<file path="config.mk">
export PLATFORM = sky130hd
export DESIGN_NAME = osc_top
export DESIGN_NICKNAME = d
export VERILOG_FILES = /design/src/core/osc_pkg.sv /design/src/core/osc_top.sv
export SDC_FILE = /design/constraint.sdc
export NUM_CORES = 1
export LEC_CHECK = 0
export BUFFER_PORTS_ARGS = -buffer_cell sky130_fd_sc_hd__buf_2
export CORE_MARGIN = 3
export CORE_UTILIZATION = 45
export DETAILED_ROUTE_END_ITERATION = 12
export HOLD_SLACK_MARGIN = 0.08
export PLACE_DENSITY = 0.68
export SETUP_SLACK_MARGIN = 0.5
export SYNTH_ARGS = -nofsm -noshare
export SYNTH_HDL_FRONTEND = slang
export SYNTH_SLANG_ARGS = --single-unit
</file>
<file path="constraint.sdc">
create_clock -name core_clk -period 3.9 [get_ports core_clk]
set_input_delay 0.78 -clock core_clk [delete_from_list [all_inputs] [get_ports core_clk]]
set_output_delay 0.78 -clock core_clk [all_outputs]
set_load 0.01 [all_outputs]
</file>
<file path="src/core/osc_pkg.sv">
// package for the output shutdown control block: register map, fields, timing
// assumes a 32-bit classic wishbone slave with word-aligned registers
package osc_pkg;
   // register byte offsets
   localparam logic [3:0] OSC_ADDR_INPUT = 4'h0; // input_level_ctrl_status
   localparam logic [3:0] OSC_ADDR_OUTPUT = 4'h4; // output_compare_ctrl_status
   localparam logic [3:0] OSC_ADDR_PINS = 4'h8; // live pin and shutdown status
   // input register fields
   localparam int OSC_IN_FLAG_LSB = 12;
   localparam int OSC_IN_IRQ_EN_BIT = 8;
   localparam int OSC_MODE_W = 2;
   // output register fields
   localparam int OSC_OUT_SHORT_BIT = 15;
   localparam int OSC_OUT_CMP_EN_BIT = 9;
   localparam int OSC_OUT_IRQ_EN_BIT = 8;
   // reset values
   localparam logic [15:0] OSC_RESET_VAL = 16'h0000;
   // filter modes
   localparam logic [1:0] OSC_MODE_EDGE = 2'h0;
   localparam logic [1:0] OSC_MODE_DIV8 = 2'h1;
   localparam logic [1:0] OSC_MODE_DIV16 = 2'h2;
   localparam logic [1:0] OSC_MODE_DIV128 = 2'h3;
   // sampling
   localparam int OSC_SAMPLES = 16;
   localparam logic [4:0] OSC_SAMPLES_5 = 5'h10;
   localparam int OSC_PRESCALE_W = 7;
   // short must persist longer than one clock cycle before it counts
   // one low cycle is a normal dead-time glitch, two in a row is a short
   localparam int OSC_SHORT_CYC = 2;
   localparam logic [1:0] OSC_SHORT_CYC_2 = 2'(OSC_SHORT_CYC);
endpackage : osc_pkg

</file>
<file path="src/core/osc_top.sv">
// output shutdown control: request filters, complementary-pair compare,
// flags, and the high-impedance request for the high-current pins
// assumes request pins are asynchronous, timer outputs are on core_clk,
// and rst_n is the power-on reset only
`timescale 1ns/1ps
`default_nettype none
// Operation
// request 2 mode selects edge or filters
// request 1 mode uses same encoding
// request 0 mode uses same encoding
// edge mode accepts high-to-low change
// sixteen consecutive low samples, high restarts
// any request floats all high-current pins
// compare register reset only by power-on
// short flag sets on simultaneous pair lows
// short flag cleared by zero after one
// compare without irq enable gives no request
// both enables give float and irq together
// already shorted pair sets flag immediately; here it sets only after the two-cycle short filter
// reserved compare bits read zero
// input float released by clearing all flags
// software disables compare before clearing flag
// software drives timer outputs high first
// software enables compare after pin setup
// request inputs held high before level use
// input flags set, hold float, read-then-clear
// input irq enable gates input interrupt
// pair short must outlast one cycle
// synchronise inputs, free-running prescaler
module osc_top (
   // clock and power-on reset
   input wire logic core_clk,
   input wire logic rst_n,
   // wishbone slave
   input wire logic wb_cyc_i,
   input wire logic wb_stb_i,
   input wire logic wb_we_i,
   input wire logic [3:0] wb_adr_i,
   input wire logic [3:0] wb_sel_i,
   input wire logic [31:0] wb_dat_i,
   output logic [31:0] wb_dat_o,
   output logic wb_ack_o,
   // shutdown request pins, active low
   input wire logic [3:0] shutdown_request_in_n,
   // compared timer outputs
   input wire logic timer3_out_b,
   input wire logic timer3_out_d,
   input wire logic timer4_out_a,
   input wire logic timer4_out_b,
   input wire logic timer4_out_c,
   input wire logic timer4_out_d,
   // results
   output logic hiz_req,
   output logic input_irq,
   output logic short_irq,
   output logic [5:0] port_e_force_high
);
   import osc_pkg::*;

   logic [15:0] in_reg_r;
   logic [15:0] out_reg_r;
   logic [3:0] in_seen_r;
   logic out_seen_r;
   logic [3:0] sync_a_r, sync_b_r, prev_r;
   logic [OSC_PRESCALE_W-1:0] presc_r;
   logic [4:0] cnt_r [4];
   logic [3:0] accept;
   logic [2:0] pair_low;
   logic [1:0] pair_cnt_r [3];
   logic short_det;
   logic wr, rd, wr_in, wr_out;
   logic [2:0] tick;

   // bus strobes; only the low half-word carries register data
   assign wr = wb_cyc_i && wb_stb_i && wb_we_i && !wb_ack_o;
   assign rd = wb_cyc_i && wb_stb_i && !wb_we_i && !wb_ack_o;
   assign wr_in = wr && (wb_adr_i == OSC_ADDR_INPUT);
   assign wr_out = wr && (wb_adr_i == OSC_ADDR_OUTPUT);

   // two-flop synchroniser; first stage feeds only the second
   always_ff @(posedge core_clk or negedge rst_n) begin
      if (!rst_n) begin
         sync_a_r <= 4'hF;
         sync_b_r <= 4'hF;
         prev_r <= 4'hF;
      end else begin
         sync_a_r <= shutdown_request_in_n;
         sync_b_r <= sync_a_r;
         prev_r <= sync_b_r;
      end
   end

   // free-running prescaler for the divided sampling enables
   always_ff @(posedge core_clk or negedge rst_n) begin
      if (!rst_n) presc_r <= '0;
      else presc_r <= presc_r + 7'h01;
   end
   assign tick[0] = (presc_r[2:0] == 3'h7);
   assign tick[1] = (presc_r[3:0] == 4'hF);
   assign tick[2] = (presc_r == 7'h7F);

   // per-input filter: edge or sixteen consecutive lows
   for (genvar i = 0; i < 4; i++) begin : g_filt
      logic [1:0] mode;
      logic en;
      assign mode = in_reg_r[2*i +: OSC_MODE_W];
      assign en = (mode == OSC_MODE_DIV8) ? tick[0] :
                  (mode == OSC_MODE_DIV16) ? tick[1] :
                  (mode == OSC_MODE_DIV128) ? tick[2] : 1'b0;
      always_ff @(posedge core_clk or negedge rst_n) begin
         if (!rst_n) begin
            cnt_r[i] <= '0;
         end else if (mode == OSC_MODE_EDGE) begin
            cnt_r[i] <= '0;
         end else if (en) begin
            // a high sample throws the partial run away
            if (sync_b_r[i]) cnt_r[i] <= '0;
            else if (cnt_r[i] != OSC_SAMPLES_5) cnt_r[i] <= cnt_r[i] + 5'h01;
         end
      end
      assign accept[i] = (mode == OSC_MODE_EDGE) ? (prev_r[i] && !sync_b_r[i]) :
                         (en && !sync_b_r[i] && cnt_r[i] == OSC_SAMPLES_5 - 5'h01);
   end

   // complementary pairs: low on both for longer than one cycle
   assign pair_low[0] = !timer3_out_b && !timer3_out_d;
   assign pair_low[1] = !timer4_out_a && !timer4_out_c;
   assign pair_low[2] = !timer4_out_b && !timer4_out_d;
   for (genvar p = 0; p < 3; p++) begin : g_pair
      always_ff @(posedge core_clk or negedge rst_n) begin
         if (!rst_n) pair_cnt_r[p] <= '0;
         else if (!pair_low[p] || !out_reg_r[OSC_OUT_CMP_EN_BIT]) pair_cnt_r[p] <= '0;
         else if (pair_cnt_r[p] != 2'h3) pair_cnt_r[p] <= pair_cnt_r[p] + 2'h1;
      end
   end
   // a pair already low when compare turns on trips after the same filter
   assign short_det = (pair_cnt_r[0] >= OSC_SHORT_CYC_2) ||
                      (pair_cnt_r[1] >= OSC_SHORT_CYC_2) ||
                      (pair_cnt_r[2] >= OSC_SHORT_CYC_2);

   // input register: flags set wins over clear, modes and irq enable writable
   always_ff @(posedge core_clk or negedge rst_n) begin
      if (!rst_n) begin
         in_reg_r <= OSC_RESET_VAL;
      end else begin
         for (int k = 0; k < 4; k++) begin
            if (accept[k]) in_reg_r[OSC_IN_FLAG_LSB+k] <= 1'b1;
            else if (wr_in && wb_sel_i[1] && in_seen_r[k] &&
                     !wb_dat_i[OSC_IN_FLAG_LSB+k])
               in_reg_r[OSC_IN_FLAG_LSB+k] <= 1'b0;
         end
         if (wr_in && wb_sel_i[1]) in_reg_r[OSC_IN_IRQ_EN_BIT] <= wb_dat_i[OSC_IN_IRQ_EN_BIT];
         if (wr_in && wb_sel_i[0]) in_reg_r[7:0] <= wb_dat_i[7:0];
      end
   end

   // output register: power-on reset only, reserved bits never stored
   always_ff @(posedge core_clk or negedge rst_n) begin
      if (!rst_n) begin
         out_reg_r <= OSC_RESET_VAL;
      end else begin
         if (short_det) out_reg_r[OSC_OUT_SHORT_BIT] <= 1'b1;
         else if (wr_out && wb_sel_i[1] && out_seen_r && !wb_dat_i[OSC_OUT_SHORT_BIT])
            out_reg_r[OSC_OUT_SHORT_BIT] <= 1'b0;
         if (wr_out && wb_sel_i[1]) begin
            out_reg_r[OSC_OUT_CMP_EN_BIT] <= wb_dat_i[OSC_OUT_CMP_EN_BIT];
            out_reg_r[OSC_OUT_IRQ_EN_BIT] <= wb_dat_i[OSC_OUT_IRQ_EN_BIT];
         end
      end
   end

   // read-as-one memory for the read-then-clear protocol
   always_ff @(posedge core_clk or negedge rst_n) begin
      if (!rst_n) begin
         in_seen_r <= '0;
         out_seen_r <= 1'b0;
      end else begin
         if (rd && wb_adr_i == OSC_ADDR_INPUT)
            in_seen_r <= in_reg_r[OSC_IN_FLAG_LSB +: 4];
         else if (wr_in && wb_sel_i[1])
            in_seen_r <= '0;
         if (rd && wb_adr_i == OSC_ADDR_OUTPUT)
            out_seen_r <= out_reg_r[OSC_OUT_SHORT_BIT];
         else if (wr_out && wb_sel_i[1])
            out_seen_r <= 1'b0;
      end
   end

   // bus answer: ack one cycle after the strobe, unmapped reads zero
   always_ff @(posedge core_clk or negedge rst_n) begin
      if (!rst_n) begin
         wb_ack_o <= 1'b0;
         wb_dat_o <= '0;
      end else begin
         wb_ack_o <= wb_cyc_i && wb_stb_i && !wb_ack_o;
         if (rd) begin
            case (wb_adr_i)
               OSC_ADDR_INPUT: wb_dat_o <= {16'h0000, in_reg_r & 16'hF1FF};
               OSC_ADDR_OUTPUT: wb_dat_o <= {16'h0000, out_reg_r & 16'h8300};
               OSC_ADDR_PINS: wb_dat_o <= {24'h000000, hiz_req, pair_low, sync_b_r};
               default: wb_dat_o <= '0;
            endcase
         end
      end
   end

   // high-impedance request and interrupts, all registered
   always_ff @(posedge core_clk or negedge rst_n) begin
      if (!rst_n) begin
         hiz_req <= 1'b0;
         input_irq <= 1'b0;
         short_irq <= 1'b0;
         port_e_force_high <= '0;
      end else begin
         // input float holds until all four flags are clear
         hiz_req <= (|in_reg_r[OSC_IN_FLAG_LSB +: 4]) ||
                    (out_reg_r[OSC_OUT_SHORT_BIT] && out_reg_r[OSC_OUT_CMP_EN_BIT] &&
                     out_reg_r[OSC_OUT_IRQ_EN_BIT]);
         input_irq <= in_reg_r[OSC_IN_IRQ_EN_BIT] && (|in_reg_r[OSC_IN_FLAG_LSB +: 4]);
         short_irq <= out_reg_r[OSC_OUT_SHORT_BIT] && out_reg_r[OSC_OUT_CMP_EN_BIT] &&
                      out_reg_r[OSC_OUT_IRQ_EN_BIT];
         // port data bits 15..11 and 9 forced to one on a compare trip
         if (short_det) port_e_force_high <= 6'h3F;
         else if (!out_reg_r[OSC_OUT_SHORT_BIT]) port_e_force_high <= '0;
      end
   end

   // checks
   property p_short_sets;
      @(posedge core_clk) disable iff (!rst_n) short_det |=> out_reg_r[OSC_OUT_SHORT_BIT];
   endproperty
   a_short_sets: assert property (p_short_sets) else $error("short flag not set");
   property p_no_req_without_oie;
      @(posedge core_clk) disable iff (!rst_n)
         !out_reg_r[OSC_OUT_IRQ_EN_BIT] && in_reg_r[15:12] == 4'h0 |=> !hiz_req;
   endproperty
   a_no_req_without_oie: assert property (p_no_req_without_oie) else $error("float without oie");
   property p_req_irq_together;
      @(posedge core_clk) disable iff (!rst_n) short_irq |-> hiz_req;
   endproperty
   a_req_irq_together: assert property (p_req_irq_together) else $error("irq without float");
   property p_input_float;
      @(posedge core_clk) disable iff (!rst_n) |accept |=> ##1 hiz_req;
   endproperty
   a_input_float: assert property (p_input_float) else $error("request did not float");
   property p_short_filter;
      @(posedge core_clk) disable iff (!rst_n) short_det |-> $past(pair_low != 3'h0);
   endproperty
   a_short_filter: assert property (p_short_filter) else $error("single-cycle short");
   property p_edge_accept;
      @(posedge core_clk) disable iff (!rst_n)
         in_reg_r[1:0] == OSC_MODE_EDGE && prev_r[0] && !sync_b_r[0] |=> in_reg_r[12];
   endproperty
   a_edge_accept: assert property (p_edge_accept) else $error("edge missed");
   property p_level_needs_low;
      @(posedge core_clk) disable iff (!rst_n)
         in_reg_r[1:0] != OSC_MODE_EDGE && accept[0] |-> cnt_r[0] == 5'h0F;
   endproperty
   a_level_needs_low: assert property (p_level_needs_low) else $error("short run accepted");
   property p_reserved_zero;
      @(posedge core_clk) disable iff (!rst_n) out_reg_r[7:0] == 8'h00;
   endproperty
   a_reserved_zero: assert property (p_reserved_zero) else $error("reserved bits set");
   property p_irq_gate;
      @(posedge core_clk) disable iff (!rst_n) !in_reg_r[8] && !$past(in_reg_r[8]) |-> !input_irq;
   endproperty
   a_irq_gate: assert property (p_irq_gate) else $error("ungated input irq");

   // a set input flag keeps the pins floating
   property p_flag_holds_float;
      @(posedge core_clk) disable iff (!rst_n) |in_reg_r[15:12] |=> hiz_req;
   endproperty
   a_flag_holds_float: assert property (p_flag_holds_float) else $error("flag without float");

   // float drops once every cause is gone
   property p_input_release;
      @(posedge core_clk) disable iff (!rst_n)
         in_reg_r[15:12] == 4'h0 && !(out_reg_r[15] && out_reg_r[9] && out_reg_r[8]) |=> !hiz_req;
   endproperty
   a_input_release: assert property (p_input_release) else $error("float not released");

   // the trip needs the same pair low on two sampled edges
   property p_short_two_cycles;
      @(posedge core_clk) disable iff (!rst_n)
         short_det |-> $past(pair_low) != 3'h0 && $past(pair_low, 2) != 3'h0;
   endproperty
   a_short_two_cycles: assert property (p_short_two_cycles) else $error("short too brief");

   // short flag survives a write unless it was read as one
   property p_short_keeps;
      @(posedge core_clk) disable iff (!rst_n)
         out_reg_r[15] && !out_seen_r |=> out_reg_r[15];
   endproperty
   a_short_keeps: assert property (p_short_keeps) else $error("short flag lost");

   // input flag 0 survives a write unless it was read as one
   property p_in_flag_keeps;
      @(posedge core_clk) disable iff (!rst_n)
         in_reg_r[12] && !in_seen_r[0] |=> in_reg_r[12];
   endproperty
   a_in_flag_keeps: assert property (p_in_flag_keeps) else $error("input flag lost");

   // compare trip forces the port data bits high
   property p_port_force;
      @(posedge core_clk) disable iff (!rst_n) short_det |=> port_e_force_high == 6'h3F;
   endproperty
   a_port_force: assert property (p_port_force) else $error("port bits not forced");

   // enabled input flag always raises the interrupt
   property p_input_irq_on;
      @(posedge core_clk) disable iff (!rst_n) in_reg_r[8] && |in_reg_r[15:12] |=> input_irq;
   endproperty
   a_input_irq_on: assert property (p_input_irq_on) else $error("input irq missing");

   // compare disabled means no comparison runs
   property p_cmp_idle;
      @(posedge core_clk) disable iff (!rst_n) !out_reg_r[9] |=> !short_det;
   endproperty
   a_cmp_idle: assert property (p_cmp_idle) else $error("compare ran while off");

   // short interrupt only with both enables set
   property p_short_irq_gate;
      @(posedge core_clk) disable iff (!rst_n)
         short_irq |-> $past(out_reg_r[9] && out_reg_r[8] && out_reg_r[15]);
   endproperty
   a_short_irq_gate: assert property (p_short_irq_gate) else $error("ungated short irq");

   // a high sample on the divider tick restarts the low run
   property p_level_restart;
      @(posedge core_clk) disable iff (!rst_n)
         in_reg_r[1:0] == OSC_MODE_DIV8 && tick[0] && sync_b_r[0] |=> cnt_r[0] == 5'h00;
   endproperty
   a_level_restart: assert property (p_level_restart) else $error("high did not restart");

   // prescaler never stops or skips, so tick spacing is exact
   property p_presc_runs;
      @(posedge core_clk) disable iff (!rst_n)
         $past(rst_n) |-> presc_r == 7'($past(presc_r) + 7'h01);
   endproperty
   a_presc_runs: assert property (p_presc_runs) else $error("prescaler stalled");

   // reserved compare bits read back as zero on the bus
   property p_out_rsvd_read;
      @(posedge core_clk) disable iff (!rst_n)
         $past(rd && wb_adr_i == OSC_ADDR_OUTPUT) |-> wb_dat_o[14:10] == 5'h00 &&
            wb_dat_o[7:0] == 8'h00;
   endproperty
   a_out_rsvd_read: assert property (p_out_rsvd_read) else $error("reserved bits read");

   // bus answer is a single-cycle pulse
   property p_ack_pulse;
      @(posedge core_clk) disable iff (!rst_n) wb_ack_o |=> !wb_ack_o;
   endproperty
   a_ack_pulse: assert property (p_ack_pulse) else $error("ack held too long");
endmodule : osc_top
`default_nettype wire

</file>
Word-level counts from Yosys, hierarchy flattened --
Cells that the tools add are included.
Word-level totals: bits in registers 108, input port bits 55, word-level logic and storage cells 217
Operators by class: add/sub/neg operators 8, order comparisons 3, equality and inequality tests 29, muxes and demuxes 55, reductions and logical operators 95
Operators with widths (number):
- 5-bit two-way mux | 16
- 16-bit one-hot mux with 3 select lines | 1
- 1-bit logical AND | 41
- 1-bit two-way mux | 28
- 2-bit nonzero test | 14
- 5-bit by 1-bit adder with 5-bit output (second input constant) | 4
- 5-bit by 4-bit == test with 1-bit output (second input constant) | 4
- 1-bit zero test | 20
- 5-bit != test (second input constant) | 4
- 2-bit == test (second input constant) | 8
- 2-bit two-way mux | 6
- 6-bit two-way mux | 2
- 3-bit nonzero test | 4
- 2-bit by 1-bit == test with 1-bit output (second input constant) | 4
- 4-bit == test (second input constant) | 2
- 2-bit zero test | 4
- 4-bit two-way mux | 2
- 2-bit AND reduction | 4
- 7-bit by 1-bit adder with 7-bit output (second input constant) | 1
- 7-bit == test (second input constant) | 1
- 2-bit by 1-bit adder with 2-bit output (second input constant) | 3
- 2-bit >= comparator (second input constant) | 3
- 1-bit logical OR | 6
- 2-bit != test (second input constant) | 3
- other kinds (5) | 5

Logic depth before layout (Yosys ltp) --
Gate-level depths: netlist (run 1).
word-level depth 9, mapped depth 7, depth with buffers taken out 7

Worst setup path before layout (run 1) --
OpenSTA, ideal clock, no wires.
kind register -> register, from register presc_r[0], to register cnt_r[10] (netlist bit), setup time 0.125 ns, data arrival time 1.920 ns, required time 3.775 ns, setup slack 1.856 ns, cell stages (with the launch flop) 8, period minus slack after synthesis 2.044 ns, path through dfrtp_1 -> ha_1 -> ha_1 -> buf_4 -> nor2b_1 -> a31oi_2 -> o22a_2 -> mux2_2
On the way: word-level cells in the longest chain between the ends 6, elaborated cells between the ends (all ways) 8, classes of those cells eq/ne (3); mux (3); reduce/logical (2)
RTL lines:
- start: declaration | line osc_top.sv:65 | logic [OSC_PRESCALE_W-1:0] presc_r;
- start signal: assignment | line osc_top.sv:96 | else presc_r <= presc_r + 7'h01;
- 7-bit == test | line osc_top.sv:100 | assign tick[2] = (presc_r == 7'h7F);
- 1-bit two-way mux | line osc_top.sv:109 | (mode == OSC_MODE_DIV128) ? tick[2] : 1'b0;
- 1-bit two-way mux | line osc_top.sv:108 | (mode == OSC_MODE_DIV16) ? tick[1] :
- 1-bit two-way mux * | line osc_top.sv:107 | assign en = (mode == OSC_MODE_DIV8) ? tick[0] :
- 2-bit nonzero test (no line) *
- 2-bit AND reduction (no line) *
- end signal: indexed assignment | line osc_top.sv:112 | cnt_r[i] <= '0;
- end signal: indexed assignment | line osc_top.sv:114 | cnt_r[i] <= '0;
- end signal: indexed assignment | line osc_top.sv:117 | if (sync_b_r[i]) cnt_r[i] <= '0;
- end: declaration | line osc_top.sv:66 | logic [4:0] cnt_r [4];
Every way passes the cells marked *; elsewhere a longest branch is shown, timed or not. A chain may end at the register's enable or synchronous reset.

Worst setup path after layout (run 1) --
from register presc_r[0], to register cnt_r[14] (netlist bit)
Same word-level chain as after synthesis.

==> summary.md, run 1 <==
| Metric | Value |
|---|---|
| CP Buf/Inv Count | 0 |
| Fin crit share | 59.2% |
| Starting DRT DRC Count | 165 |
| Met2 Usage GRT | 30.9% |
| Post-DRT Antenna Nets | 0 |
| Routed via count | 3,355 |
| CP Max Fanout | 10 |
| Global routing met1 resource utilization | 23.0% |
| Design area | 4990 µm² |
| Setup tns final | 0 ns |
| Nets@finish | 549 |
| Mean Syn Cell Area | 10.6 µm² |
| Root buffer cell | clkbuf_8 |
| Post-route DRC | 0 |
| Initial antenna violation count | 0 |
| Clk Latency, worst-skew pair | 0.36 ns |
| Worst path required time | 4.14 ns |
| Sequential cell area fraction in the yosys report | 47.9% |
| Yosys cell types | 62 |
| Clock Sinks | 85 |
| Area growth syn-to-layout | 11.7% |
| Delay-heaviest family, CP | adder cells |
| Routed wire length per instance | 16.0 µm |
| DR pass1 iterations | 4 |
| Filler cells | 875 |
| Worst VDD drop | 153 µV |
| Post-CTS setup buffers | 0 |
| Die ar. | 11,200 µm² |
| Synthesized instance count | 420 |
| Multi-input logic area | 2060 µm² |
| Global route overflow | 0 |
| Instance count on the critical path | 6 |
| Num CTS Buffers | 9 |
| Leak pwr | 2.31 nW |
| Register area | 2140 µm² |
| Crit end category | register |
| Cell accounting for the most synthesized area | dfrtp_1 |
| Synth async-reset ratio | 100% |
| Actual slew at the worst max-slew pin | 1.01 ns |
| DP Area | 4760 µm² |
| Class of the worst hold path | register to register |
| GRT met3 Usage | 3.25% |
| CP arrival | 2.55 ns |
| Crit start category | register |
| Fmax | 433 MHz |
| Ports | 97 |
| Post-synth top cells | 73 x dfrtp_1, 30 x nor2_1, 29 x nand2_1 |
| First-pass GRT wire length | 16,500 µm |
| Slowest CP cell | dfrtp_1 |
| Tmin final | 2.31 ns |
| IO buf count | 58 |
| Die Wd | 106 µm |
| Outcome | complete, no violations |
| Worst Clk Skew | 0.0128 ns |
| Most used cell, CP | ha_1 |
| Initial Utilization | 47.2% |
| Max cap viols | 0 |
| Clock Pin Slew Worst Setup and Hold Paths | 0.09 ns |
| Largest net degree at the start of global routing | 65 |
| Hold buffer count at CTS | 0 |
| Number of synthesized register bits | 85 |
| Pwr/cell area | 369 nW/µm² |
| Crit path cell chain | ha_1 > ha_1 > nor2b_1 > a31oi_2 > o22a_2 > mux2_2 |
| Hold Crit Depth | 0 |
| Final Routed Wirelength | 9740 µm |
| Vias in the first global route | 3,337 |
| Antenna Cells | 0 |
| Top cells by area, synth | dfrtp_1 41%, dfstp_2 7.1%, ha_1 5.6%, buf_4 4.0%, mux2_2 3.3% |
| Share of cells above drive strength 1 | 24.6% |
| Top-count cell post-synth | dfrtp_1 |
| Max stage delay on crit path | 0.42 ns |
| Final Slew Violations | 0 |
| Reg2reg path depth | 6 |
| Final hold violation count | 0 |
| Ys flop type | dfrtp_1 |
| Vias/cell | 5.52 |
| Yosys warns | 0 |
| Number of H-tree levels | 3 |
| Die height | 106 µm |
| Setup Viol. Count Final | 0 |
| Core box area | 9460 µm² |
| Critical path type | register to register |
| Relative slew slack | 32.2% |
| Row count | 35 |
| Most Crowded Layer GR | met2 |
| HPWL after detailed placement | 6920 µm |
| Cts repair resizes | 0 |
| Routability congestion estimate | 0.853 |
| RSZ-0062 raised after global routing | false |
| Post-synth top area share | 40.9% |
| Number of synthesized flops with an enable pin | 0 |
| Longest Clk Path Bufs | 2 |
| GR Util All Layers | 18.3% |
| Synth Cell Area | 4470 µm² |
| CTS tree | yes |
per-stage QoR:
| step | utilization [%] | power, W | hold slack, ns | instances | setup WS (ns) |
|---|---|---|---|---|---|
| 6_report | 52.8 | 0.00184 | 0.356 | 608 | 1.59 |
| 5_1_grt | 52.8 | 0.00193 | 0.362 | 608 | 1.47 |
| 4_1_cts | 52.8 | 0.00186 | 0.359 | 608 | 1.60 |
| 3_3_place_gp | 50.4 | 0.00115 | 0.345 | 592 | 1.41 |
| 3_5_place_dp | 50.4 | 0.00115 | 0.347 | 592 | 1.35 |
| 2_1_floorplan | - | 0.00110 | 0.345 | 437 | 1.86 |
final timing paths:
kind | start | end | slack [ns]
max | presc_r[0] | cnt_r[14] | 1.59
min | sync_a_r[3] | sync_b_r[3] | 0.36
max reg2reg | presc_r[0] | cnt_r[14] | 1.59
min reg2reg | sync_a_r[3] | sync_b_r[3] | 0.36
max in group asynchronous | rst_n | sync_b_r[1] | 2.53
min in group asynchronous | rst_n | wb_ack_o | 0.49
state kept, by name (all words and copies together) (netlist names), 5 cells and up:
signal and count:
cnt_r 20, in_reg_r 5, pair_cnt_r 6, g_filt.mode 8, presc_r 7, wb_dat_o 14
final cells by class:
class,instances,area share (%)
Clock buffer,12,3.11
Tap cell,129,3.23
Inverter,26,1.96
Clock inverter,4,1.40
Sequential cell,85,42.9
Timing Repair Buffer,60,6.17
Multi-Input combinational cell,292,41.2
cells in the final DEF, fill, tap and decap left out, types with 8 or more instances in the layout:
cell,n
a22oi_1,9
and3_1,9
buf_2,57
clkbuf_8,11
conb_1,18
dfrtp_1,73
dfstp_2,12
ha_1,20
inv_1,26
mux2_2,13
mux2i_1,8
nand2_1,29
nand2b_1,8
nand3_1,18
nor2_1,30
nor3_1,12
o21ai_0,22
routing by layer:
layer,wire length [µm],up-vias
met2,4780,108
li1,-,1585
met4,146,0
met5,0,-
met3,521,12
met1,4300,1650
power breakdown:
part,switching (W),leakage (nW),internal [W]
Combinational,0.0000988,1.10,0.0000768
Sequential,0.0000403,1.09,0.000921
Clock,0.000311,0.116,0.000394
Total,0.000450,2.31,0.00139
worst reg2reg max path, cell delays in order, from the launching register on:
cell and delay (ns):
dfrtp_1 0.42, ha_1 0.26, ha_1 0.36, nor2b_1 0.23
a31oi_2 0.34, o22a_2 0.27, mux2_2 0.33
cell families (layout without fill, tap and decap cells):
| kind of cell | count (synthesis) | in the layout | synth area share (%) |
|---|---|---|---|
| and+or+nand+nor | 140 | 140 | 17.6 |
| DFF | 85 | 85 | 47.9 |
| AOI/OAI and AO/OA | 80 | 80 | 13.2 |
| buffers and inverters | 60 | 102 | 7.48 |
| muxes | 27 | 27 | 6.75 |
| adders and majority gates | 20 | 20 | 5.60 |
| xor gates and xnor gates | 7 | 7 | 1.37 |
| other | 1 | 18 | 0.0839 |
No activity file was read; power rests on OpenSTA's default activity.
==> run 2: changes to the inputs <==
PLACE_DENSITY = 0.71   (was 0.68)
clock period = 2.1 ns   (was 3.9 ns; I/O delays follow)
==> summary.md, run 2 (synthesized netlist as in run 1, its figures left out) <==
| Metric | Value |
|---|---|
| Final hold violation count | 0 (unchanged) |
| GR Util All Layers | 19.2% (+0.91 points) |
| Setup tns final | 0 ns (unchanged) |
| Worst Clk Skew | 0.00596 ns (-0.00681 ns) |
| Starting DRT DRC Count | 141 (-15%) |
| Final core utilization | 60.1% (+7.3 points) |
| Longest Clk Path Bufs | 2 (unchanged) |
| Leak pwr | 2.55 nW (+11%) |
| Fmax | 548 MHz (+26%) |
| Commonest non-fill, non-tap cells in the layout | 72 x dfrtp_1, 57 x buf_2, 35 x buf_4 |
| Clk Latency, worst-skew pair | 0.36 ns (about the same) |
| Fin crit share | 86.9% (+28 points) |
| Global route overflow | 0 (unchanged) |
| Int Pwr | 0.00272 W (+95%) |
| Core box area | 9460 µm² (unchanged) |
| R2r setup slk | 0.27 ns (-1.32 ns) |
| Worst VDD drop | 325 µV (+110%) |
| Crit start category | register |
| IO buf count | 58 (unchanged) |
| Clk pwr share | 38.8% (+0.5 points) |
| Switch Pwr | 0.000907 W (+100%) |
| Outcome | complete, no violations |
| Clock Pin Slew Worst Setup and Hold Paths | 0.09 ns (about the same) |
| Hold slack | 0.150 ns (-0.207 ns) |
| Nets@finish | 588 (+7.1%) |
| DR pass1 iterations | 5 (+1) |
| Final Routed Wirelength | 10,500 µm (+7.8%) |
| Largest net degree at the start of global routing | 37 (-43%) |
| Pwr/cell area | 638 nW/µm² (+73%) |
| Routed via count | 3,482 (+3.8%) |
| Row count | 35 (unchanged) |
| Class of the worst hold path | input pin to register |
| CP arrival | 2.07 ns (-0.48 ns) |
| Switching fraction of total power | 25.0% (+0.60 points) |
| Setup Viol. Count Final | 0 (unchanged) |
| Most common cell after layout, fill and taps aside | dfrtp_1 |
| Ports | 97 (unchanged) |
| Biggest register | cnt_r |
| Vias in the first global route | 3,502 (+4.9%) |
| Number of H-tree levels | 3 (unchanged) |
| Initial antenna violation count | 0 (unchanged) |
| Max reg flops | 20 (unchanged) |
| Vias/cell | 5.38 (-2.5%) |
| Die ar. | 11,200 µm² (unchanged) |
| Hold Crit Depth | 1 (+1) |
| Root buffer cell | clkbuf_8 |
| Die Wd | 106 µm (unchanged) |
| Routed wire length per instance | 16.2 µm (+1.3%) |
| Final Slew Violations | 0 (unchanged) |
| Critical path type | register to register |
| Crit end category | register |
| Antenna Cells | 0 (unchanged) |
| Worst path required time | 2.35 ns (-1.79 ns) |
| Die height | 106 µm (unchanged) |
| RSZ-0062 raised after global routing | true |
| Reg power frac | 49.3% (-2.9 points) |
| Pwr Total | 0.00362 W (+97%) |
| Area growth syn-to-layout | 27.2% |
| Num CTS Buffers | 9 (unchanged) |
| CTS tree | yes |
| Max cap viols | 0 (unchanged) |
| HPWL after detailed placement | 7100 µm (+2.6%) |
| Routability congestion estimate | 0.911 (+6.8%) |
| Comb power frac | 11.9% (+2.4 points) |
| Post-route DRC | 0 (unchanged) |
| Initial Utilization | 47.2% (unchanged) |
| Clock Sinks | 85 (unchanged) |
| Share of cells above drive strength 1 | 39.2% (+15 points) |
| CP Max Fanout | 3 (-7) |
| Reg2reg path depth | 6 (unchanged) |
| First-pass GRT wire length | 17,300 µm (+4.8%) |
| Post-DRT Antenna Nets | 0 (unchanged) |
| Tmin final | 1.83 ns (-0.482 ns) |
==> run 2: final timing paths <==
check | start | to
min in group asynchronous | rst_n | cnt_r[11]
hold reg to reg | sync_a_r[0] | sync_b_r[0]
hold / removal | shutdown_request_in_n[1] | sync_a_r[1]
setup reg to reg | cnt_r[5] | cnt_r[5]
max in group asynchronous | rst_n | sync_b_r[0]
setup / recovery | cnt_r[5] | cnt_r[5]
==> run 2: power by group through the flow <==
stage          registers (W)  logic, W  clock network (W)
3_5_place_dp         0.00182  0.000349                  0
4_1_cts              0.00178  0.000415            0.00143
2_1_floorplan        0.00179  0.000248                  0
5_1_grt              0.00180  0.000475            0.00150
3_3_place_gp         0.00181  0.000339                  0
6_report             0.00178  0.000432            0.00141
==> run 2: repair_timing <==
item / 4_1_cts / 5_1_grt
buffers inserted: 21 / 9
hold buffers: 1 / 0
gates resized for setup: 46 / 26
pin swaps: 12 / 10
setup endpoints to repair: 28 / 35
hold endpoints to repair: 30 / 0
==> run 2: per-layer routing <==
layer	track usage [%]	share of wire (%)	vias up
met3	3.55	5.8	18
met4	8.60	2.2	0
met5	0	0	-
li1	-	-	1663
met2	31.4	49	106
met1	24.7	43	1695
==> run 2: final cells by class <==
type                            count  area (µm²)
Tap cell                          129         161
Clock buffer                        9         124
Sequential cell                    85        2140
Fill cell                         789        3780
Timing Repair Buffer               99         652
Multi-Input combinational cell    292        2380
Inverter                           26        97.6
Clock inverter                      7         121
==> run 2: critical path: stages, from the launching register on <==
cell and delay, ns:
dfrtp_1 0.39, inv_1 0.06, ha_1 0.13, or4b_4 0.48
o21ai_2 0.14, o221a_4 0.21, mux2_4 0.30
==> run 2: per-stage QoR <==
stage,worst slack (ns),instance area [µm²],instances
6_report,0.275,5680,647
3_3_place_gp,0.223,4890,600
4_1_cts,0.261,5520,638
5_1_grt,0.207,5680,647
2_1_floorplan,0.274,4580,437
3_5_place_dp,0.154,4890,600
